### src/rtl/lsl_regs.svh
// Purpose: constants of the status indicator driver
// Assumes: 25 MHz mclk
// Notes: timing figures kept in their own unit, cycle counts derived
`ifndef LSL_REGS_SVH
`define LSL_REGS_SVH

// indicator positions on the shared pins
`define LSL_IDX_TRAFFIC 0
`define LSL_IDX_RATE 1
`define LSL_IDX_LINK 2
`define LSL_NUM_PINS 3

// clock and blink timing
`define LSL_MCLK_HZ 25000000
`define LSL_BLINK_HALF_MS 50
`define LSL_BLINK_CYCLES ((`LSL_BLINK_HALF_MS * `LSL_MCLK_HZ) / 1000)
`define LSL_STRETCH_TICKS 3

// strap level that selects the plain link mode
`define LSL_STRAP_LINK_MODE 1'b1

// reset values
`define LSL_IND_RST 3'h0
`define LSL_MODE_RST 2'h0

`endif

### src/rtl/lsl_pkg.sv
// Purpose: types of the status indicator driver
// Assumes: nothing
// Notes: mode encodings follow declaration order from 0: link 0, collision 1, duplex 2
package lsl_pkg;

	typedef enum logic [1:0] {
		mode_link,
		mode_col,
		mode_dup
	} lsl_mode_e;

endpackage : lsl_pkg

### src/rtl/lsl_led_driver.sv
// Purpose: drive link, rate and traffic indicators on shared event pins
// Assumes: status inputs are synchronous to mclk; strap and pin inputs are not
// Notes: indicator high means lamp on; pins index 0 traffic, 1 rate, 2 link
`timescale 1ns/1ps
`include "lsl_regs.svh"

module lsl_led_driver #(
	parameter int unsigned BLINK_CYCLES = `LSL_BLINK_CYCLES,
	parameter int unsigned STRETCH_TICKS = `LSL_STRETCH_TICKS
) (
	input logic mclk,
	input logic nrst,
	input logic led_mode_strap,
	input logic mode3_sel,
	input logic link_good,
	input logic speed_100,
	input logic full_duplex,
	input logic tx_active,
	input logic rx_active,
	input logic collision,
	input logic [2:0] ovr_en,
	input logic [2:0] ovr_val,
	input logic [2:0] pin_event_sel,
	input logic [2:0] event_out,
	input logic [2:0] event_oe,
	output logic [2:0] event_in,
	input logic [2:0] ind_pin_in,
	output logic [2:0] ind_pin_out,
	output logic [2:0] ind_pin_oe,
	output logic [1:0] active_mode
);
	localparam int TI = `LSL_IDX_TRAFFIC;
	localparam int RI = `LSL_IDX_RATE;
	localparam int LI = `LSL_IDX_LINK;

	// reset release through two flops
	logic rst_meta_ff;
	logic rst_n;
	always_ff @(posedge mclk or negedge nrst) begin
		if (!nrst) begin
			rst_meta_ff <= 1'b0;
			rst_n <= 1'b0;
		end else begin
			rst_meta_ff <= 1'b1;
			rst_n <= rst_meta_ff;
		end
	end

	// strap synchroniser runs through reset, so the level is settled at capture
	logic strap_meta_ff;
	logic strap_sync_ff;
	logic strap_done_ff;
	logic strap_link_ff;
	always_ff @(posedge mclk) begin
		strap_meta_ff <= led_mode_strap;
		strap_sync_ff <= strap_meta_ff;
	end
	always_ff @(posedge mclk or negedge rst_n) begin
		if (!rst_n) begin
			strap_done_ff <= 1'b0;
			strap_link_ff <= 1'b0;
		end else if (!strap_done_ff) begin
			strap_done_ff <= 1'b1;
			strap_link_ff <= (strap_sync_ff == `LSL_STRAP_LINK_MODE);
		end
	end

	// mode selection: configured mode 3 overrides the strap
	lsl_pkg::lsl_mode_e cur_mode;
	assign cur_mode = mode3_sel ? lsl_pkg::mode_dup :
		strap_link_ff ? lsl_pkg::mode_link : lsl_pkg::mode_col;

	logic [1:0] mode_ff;
	always_ff @(posedge mclk or negedge rst_n) begin
		if (!rst_n) begin
			mode_ff <= `LSL_MODE_RST;
		end else begin
			mode_ff <= cur_mode;
		end
	end
	assign active_mode = mode_ff;

	// status qualification
	wire activity = tx_active | rx_active;
	wire col_qual = collision & ~full_duplex;

	logic blink_off;
	logic blinking;
	lsl_blink #(
		.BLINK_CYCLES(BLINK_CYCLES),
		.STRETCH_TICKS(STRETCH_TICKS)
	) u_blink (
		.mclk(mclk),
		.rst_n(rst_n),
		.activity(activity),
		.blink_off(blink_off),
		.blinking(blinking)
	);

	// per-mode indicator functions
	logic link_fn;
	logic traffic_fn;
	always_comb begin
		case (cur_mode)
			lsl_pkg::mode_link: begin
				link_fn = link_good;
				traffic_fn = activity;
			end
			lsl_pkg::mode_col: begin
				link_fn = link_good & ~blink_off;
				traffic_fn = col_qual;
			end
			lsl_pkg::mode_dup: begin
				link_fn = link_good & ~blink_off;
				traffic_fn = full_duplex;
			end
			default: begin
				link_fn = link_good;
				traffic_fn = 1'b0;
			end
		endcase
	end

	wire [2:0] func_vec = {link_fn, speed_100, traffic_fn};
	wire [2:0] nxt_ind = (ovr_en & ovr_val) | (~ovr_en & func_vec);

	logic [2:0] ind_ff;
	always_ff @(posedge mclk or negedge rst_n) begin
		if (!rst_n) begin
			ind_ff <= `LSL_IND_RST;
		end else begin
			ind_ff <= nxt_ind;
		end
	end

	// shared pins: indicator drive or event function
	logic [2:0] pin_meta_ff;
	logic [2:0] pin_sync_ff;
	for (genvar i = 0; i < `LSL_NUM_PINS; i++) begin : g_pin
		always_ff @(posedge mclk or negedge rst_n) begin
			if (!rst_n) begin
				pin_meta_ff[i] <= 1'b0;
				pin_sync_ff[i] <= 1'b0;
			end else begin
				pin_meta_ff[i] <= ind_pin_in[i];
				pin_sync_ff[i] <= pin_meta_ff[i];
			end
		end
		assign ind_pin_out[i] = pin_event_sel[i] ? event_out[i] : ind_ff[i];
		assign ind_pin_oe[i] = pin_event_sel[i] ? event_oe[i] : 1'b1;
		assign event_in[i] = pin_sync_ff[i];
	end
endmodule : lsl_led_driver

### src/rtl/lsl_blink.sv
// Purpose: blink timebase with activity stretch
// Assumes: activity is synchronous to mclk
// Notes: blink_off high means the lamp is dark for this half period
`timescale 1ns/1ps
`include "lsl_regs.svh"

module lsl_blink #(
	parameter int unsigned BLINK_CYCLES = `LSL_BLINK_CYCLES,
	parameter int unsigned STRETCH_TICKS = `LSL_STRETCH_TICKS
) (
	input logic mclk,
	input logic rst_n,
	input logic activity,
	output logic blink_off,
	output logic blinking
);
	localparam int CW = $clog2(BLINK_CYCLES + 1);
	localparam int SW = $clog2(STRETCH_TICKS + 1);

	if (BLINK_CYCLES < 2 || STRETCH_TICKS < 2) begin : g_chk
		$error("lsl_blink: BLINK_CYCLES and STRETCH_TICKS must be at least 2");
	end

	logic [CW-1:0] cnt_ff;
	logic [CW-1:0] nxt_cnt;
	logic [SW-1:0] stretch_ff;
	logic [SW-1:0] nxt_stretch;
	logic phase_ff;
	wire tick = (cnt_ff == CW'(BLINK_CYCLES - 1));

	// free running half-period counter
	assign nxt_cnt = tick ? '0 : cnt_ff + CW'(1);
	// bursts keep blinking alive for several half periods
	assign nxt_stretch = activity ? SW'(STRETCH_TICKS) :
		(tick && stretch_ff != '0) ? stretch_ff - SW'(1) : stretch_ff;

	always_ff @(posedge mclk or negedge rst_n) begin
		if (!rst_n) begin
			cnt_ff <= '0;
			stretch_ff <= '0;
			phase_ff <= 1'b0;
		end else begin
			cnt_ff <= nxt_cnt;
			stretch_ff <= nxt_stretch;
			phase_ff <= tick ? ~phase_ff : phase_ff;
		end
	end

	assign blinking = (stretch_ff != '0);
	assign blink_off = blinking & phase_ff;
endmodule : lsl_blink

### config.mk
export PLATFORM = sky130hd
export DESIGN_NAME = lsl_led_driver
export DESIGN_NICKNAME = d
export VERILOG_FILES = /design/src/rtl/lsl_pkg.sv /design/src/rtl/lsl_led_driver.sv /design/src/rtl/lsl_blink.sv
export VERILOG_INCLUDE_DIRS = /design/src /design/src/rtl
export SDC_FILE = /design/constraint.sdc
export NUM_CORES = 1
export LEC_CHECK = 0
export BUFFER_PORTS_ARGS = -buffer_cell sky130_fd_sc_hd__buf_4
export CORE_ASPECT_RATIO = 1.4
export CORE_UTILIZATION = 50
export CTS_BUF_LIST = sky130_fd_sc_hd__clkbuf_8
export CTS_CLUSTER_DIAMETER = 100
export DETAILED_ROUTE_END_ITERATION = 10
export PLACE_DENSITY = 0.78
export SLEW_MARGIN = 10
export SYNTH_ARGS = -nofsm -noshare
export SYNTH_HDL_FRONTEND = slang
export SYNTH_SLANG_ARGS = --single-unit
### constraint.sdc
create_clock -name mclk -period 1.3 [get_ports mclk]
set_clock_uncertainty 0.1 [all_clocks]
set_input_delay 0.195 -clock mclk [delete_from_list [all_inputs] [get_ports mclk]]
set_output_delay 0.195 -clock mclk [all_outputs]
set_load 0.005 [all_outputs]
## Word-level counts from Yosys, hierarchy flattened

Index checks and enable logic that the tools add are counted.

| operators by class | value |
|---|---|
| multiplexer cells | 13 |
| $add $sub $neg | 2 |
| reduce and logical (&&, ||, !) cells | 5 |
| bitwise gates (word level) | 11 |
| equal/unequal tests | 3 |

Operators by type and width:

| operator | number |
|---|---|
| 21-bit by 1-bit adder with 21-bit output, second input constant | 1 |
| 21-bit equality test, second input constant | 1 |
| 21-bit 2-to-1 mux | 1 |
| 1-bit 2-to-1 mux | 8 |
| 3-bit AND | 2 |
| 2-bit 2-to-1 mux | 3 |
| 2-bit nonzero test | 2 |
| 1-bit AND | 3 |
| 1-bit inverter | 3 |
| 3-bit inverter | 1 |
| 3-bit bitwise OR | 1 |
| 1-bit one-hot mux with 3 select lines | 1 |
| 2-bit by 1-bit equality test with 1-bit output, second input constant | 1 |
| 2-bit equality test, second input constant | 1 |
| 2-bit logical NOT | 1 |
| 2-bit OR reduction | 1 |
| 2-bit by 1-bit subtractor with 2-bit output, second input constant | 1 |
| 1-bit logical AND | 1 |
| 1-bit bitwise OR | 1 |

| word-level totals | value |
|---|---|
| word-level logic and storage cells | 51 |
| input bits | 28 |
| flip-flop bits (word level) | 41 |

## Longest topological paths before layout

| depth | value |
|---|---|
| word-level depth | 7 |
| depth in mapped cells | 6 |

## Hierarchy

From an unflattened synthesis, not the netlist that was laid out.

| second synthesis, totals | value |
|---|---|
| cells, all modules | 150 |
| area, all modules | 1759.2 µm² |

By module, submodules not included:

| module | seq. area each (µm²) | area each (µm²) | instances | cells each |
|---|---|---|---|---|
| lsl_blink | 600.6 | 1198.6 | 1 | 112 |
| lsl_led_driver | 415.4 | 560.5 | 1 | 38 |

## Worst setup path after synthesis

OpenSTA, ideal clock, no wires.

| path | value |
|---|---|
| path kind | reg-to-reg |
| from | register u_blink.cnt_ff[4] |
| to | register u_blink.stretch_ff[0] |
| path buffers | 1 |
| data required time | 1.131 ns |
| setup time | 0.069 ns |
| data arrival time | 1.961 ns |
| clock period less this slack | 2.129 ns |
| setup slack | -0.829 ns |
| stages on the path, launching flop included | 6 |
| cell sequence | dfrtp_1 > buf_6 > or4b_1 > or4_4 > or4_1 > nand3_1 |

| between the ends | value |
|---|---|
| cells in the longest elaborated chain, start to end | 3 |

RTL lines:

| element | RTL line | text |
|---|---|---|
| start, declared | lsl_blink.sv:24 | `logic [CW-1:0] cnt_ff;` |
| start signal, assigned | lsl_blink.sv:43 | `cnt_ff <= nxt_cnt;` |
| 21-bit equality test | lsl_blink.sv:29 | `wire tick = (cnt_ff == CW'(BLINK_CYCLES - 1));` |
| 1-bit logical AND | lsl_blink.sv:35 | `(tick && stretch_ff != '0) ? stretch_ff - SW'(1) : stretch_ff;` |
| 2-bit nonzero test (no line) | -- |  |
| end signal, assigned | lsl_blink.sv:44 | `stretch_ff <= nxt_stretch;` |
| end, declared | lsl_blink.sv:26 | `logic [SW-1:0] stretch_ff;` |

Every way passes these cells.
A chain may end at the register's enable or synchronous reset.

## Worst setup path in the final report

| path | value |
|---|---|
| from | register u_blink.cnt_ff[15] |
| to | register u_blink.stretch_ff[0] |

The elaborated chain is that of the path after synthesis.

==> results.yml <==
setup_path:
  r2r_cells: 4
  endpoint_kind: "flip-flop"
  crit_start: "u_blink.cnt_ff[15]"
  crit_type: "reg -> reg"
  regToRegStartpoint: "u_blink.cnt_ff[15]"
  setup.worst_path.end: "u_blink.stretch_ff[0]"
  ff2ff_setup_slack_ns: -0.81
  path_max_fanout: 5
  required_ns: 1.45
  start_kind: "flip-flop"
  r2r-end: "u_blink.stretch_ff[0]"
  worstPathArrival_ns: 2.26
cells_and_area:
  multiInputGateArea_um2: 812
  synthToLayoutAreaGrowth_pct: 62.4
  regArea_mm2: 0.00102
  drive_above_1_share_pct: 50.6
  finalNetCount: 278
  n_antenna_cell: 0
  finish.instance_area_mm2: 0.00279
  fillers: 154
logic_synthesis:
  ys_top_cells_by_area: "dfrtp_1 (57%), xnor2_1 (5.6%), xor2_1 (3.6%)"
  synth-edff-count: 0
  ys_seq_area_share_pct: 59.2
  syn-cell-area_mm2: 0.00172
  synth_flop_cell: "dfrtp_1"
  synthesis.instances: 147
  syn-mean-instance-area_um2: 11.7
  async_flop_share_pct: 95.1
  yosys-top-cells-count: "dfrtp_1 (39), nor2_1 (16), xnor2_1 (11)"
  ys_warn_count: 0
  ys_ff_latch: 41
  netlist-cell-type-count: 34
  synth.most_common_cell: "dfrtp_1"
  synth_top_area_cell: "dfrtp_1"
  yosysTopAreaCellShare_pct: 56.9
place:
  dp_hpwl_um: 2880
  placed_area_mm2: 0.00231
  place.gp.congestion: 0.877
  io_buffers: 38
  dp_slack_ns: -0.724
sta:
  whs_ns: -0.0116
  grt_setup_unrepaired: "true"
  max_clock_freq_mhz: 474
  setup_viol: 26
  final_min_period_over_clock_period_pct: 162
  setup-tns-final_ns: -12.40
  hold_viol: 1
  period_needed_ns: 2.11
  drv_slew: 0
  setup_ws_ns: -0.810
floorplanning:
  core_mm2: 0.00318
  rows: 24
  die_w_um: 51.5
  initial_core_util_pct: 53.9
  dieArea_mm2: 0.00367
  die_y_um: 71.3
  io_pins: 39
power_and_ir_drop:
  p_per_area_mw_per_mm2: 875
  p_total_uw: 2440
  power_leakage_uw: 0.00135
  ir_worst_vdd_mv: 1.14
clock_tree:
  clock_sinks: 41
  clk_pin_slew_ns: 0.09
  clock_path_buffers: 2
  cts_tree: "built"
  clockRootBuffer: "clkbuf_8"
  h-tree-depth: 2
  numCtsBuffers: 5
  clk_latency_ns: 0.31
detailed_routing:
  first_pass_iters: 4
  via_count: 1564
  routed_wl_um: 5340
  drt_iter0_drc: 66
  final_antenna_net_count: 0
  drc: 0
  vias_per_cell: 5.43
  wl_per_cell_um: 18.5
grt:
  first_global_vias: 1593
  track_usage_pct: 26.7
  grt_antenna_before_repair: 0
  grt_max_degree: 26
  grt-ovfl-total: 0
  grt_pass1_wl_um: 7080
status:
  violations: "negative hold slack, negative setup slack"
  status: "finished with violations"
min_path:
  holdCritPathClass: "in -> reg"
run:
  cap_violations: 0
[sequential cells by signal, summed over array words and instances (netlist names)]
| signal | cells |
|---|---|
| rst_n | 1 |
| rst_meta_ff | 1 |
| active_mode | 2 |
| strap_done_ff | 1 |
| pin_meta_ff | 3 |
| event_in | 3 |
| strap_link_ff | 1 |
| u_blink.cnt_ff | 21 |
| u_blink.stretch_ff | 2 |
| strap_sync_ff | 1 |
| u_blink.phase_ff | 1 |
| strap_meta_ff | 1 |
| ind_ff | 3 |
[power by group]
part	switching, uW	internal [uW]	total [uW]
Combinational	71.8	129	200
Sequential	14.1	1310	1320
Clock	512	405	917
[routing by layer]
metal,up-vias,GRT usage [%],share of wire [%]
li1,715,-,-
met1,775,28.0,35
met2,57,50.2,57
met3,17,4.46,4.6
met4,0,12.0,3.3
met5,-,0,0
[worst min-delay path by stage]
| stage | depth (start not counted) | slack, ns | from | endpoint |
|---|---|---|---|---|
| 4_1_cts | 3 | 0.008 | ovr_val[0] | ind_ff[0] |
| 2_1_floorplan | 0 | -0.20 | nrst | rst_meta_ff |
| 5_1_grt | 3 | -0.01 | ovr_val[0] | ind_ff[0] |
| 3_5_place_dp | 1 | -0.12 | nrst | rst_n |
| 6_report | 3 | -0.01 | ovr_val[0] | ind_ff[0] |
| 3_3_place_gp | 1 | -0.12 | nrst | rst_meta_ff |
[placed cells by master (no fill, tap or decap), drive strengths merged, types with 2 or more instances in the layout]
cell type | netlist | layout
conb | 1 | 2
nor2b | 4 | 4
dfxtp | 2 | 2
inv | 6 | 9
buf | 2 | 86
o21ai | 3 | 3
nand2 | 5 | 5
o31ai | 2 | 2
nor4b | 2 | 2
and4 | 4 | 4
nand3 | 7 | 7
nand4 | 9 | 9
nor3 | 3 | 3
mux2 | 5 | 5
nand2b | 4 | 4
xor2 | 7 | 7
or4 | 2 | 2
nor2 | 16 | 16
nor4 | 2 | 2
dlygate4sd3 | 0 | 9
ha | 2 | 2
xnor2 | 11 | 11
clkbuf | 0 | 5
dfrtp | 39 | 39
[per-stage QoR]
stage	hold WS [ns]	std cells	util [%]
4_1_cts	0.00787	278	82.2
3_3_place_gp	-0.123	254	72.7
3_5_place_dp	-0.119	254	72.7
2_1_floorplan	-0.201	148	-
5_1_grt	-0.0140	288	87.5
6_report	-0.0116	288	87.5
[layout make-up]
type	count	share of cell area (%)
Inverter	6	0.809
Sequential cell	41	36.5
Timing Repair Buffer	95	28.3
Clock buffer	5	2.47
Tap cell	39	1.75
Clock inverter	3	1.03
Multi-Input combinational cell	99	29.2
[what timing repair did]
| action | CTS | global route |
|---|---|---|
| setup endpoints to repair | 25 | 27 |
| setup buffers | 8 | 11 |
| endpoints found under the hold margin | 10 | 0 |
| hold buffers | 9 | 0 |
| gates cloned | 0 | 0 |
| gates resized for setup | 14 | 24 |
| pin swaps | 14 | 16 |
[kinds of logic after synthesis]
logic type               share of synthesized area (%)
AO/OA/AOI/OAI                                     3.94
XOR/XNOR                                          9.19
adder cells (fa/ha/maj)                           1.46
buffers and inverters                             2.41
flip-flops                                        59.2
multiplexers                                      3.28
other                                            0.219
AND/OR/NAND/NOR                                   20.3
[critical path: stages (launching register included)]
cell and delay, ns:
dfrtp_1 0.40, or4b_1 0.52, or4_4 0.48, or4_1 0.44
nand3_1 0.11
(Power assumes the default switching activity.)
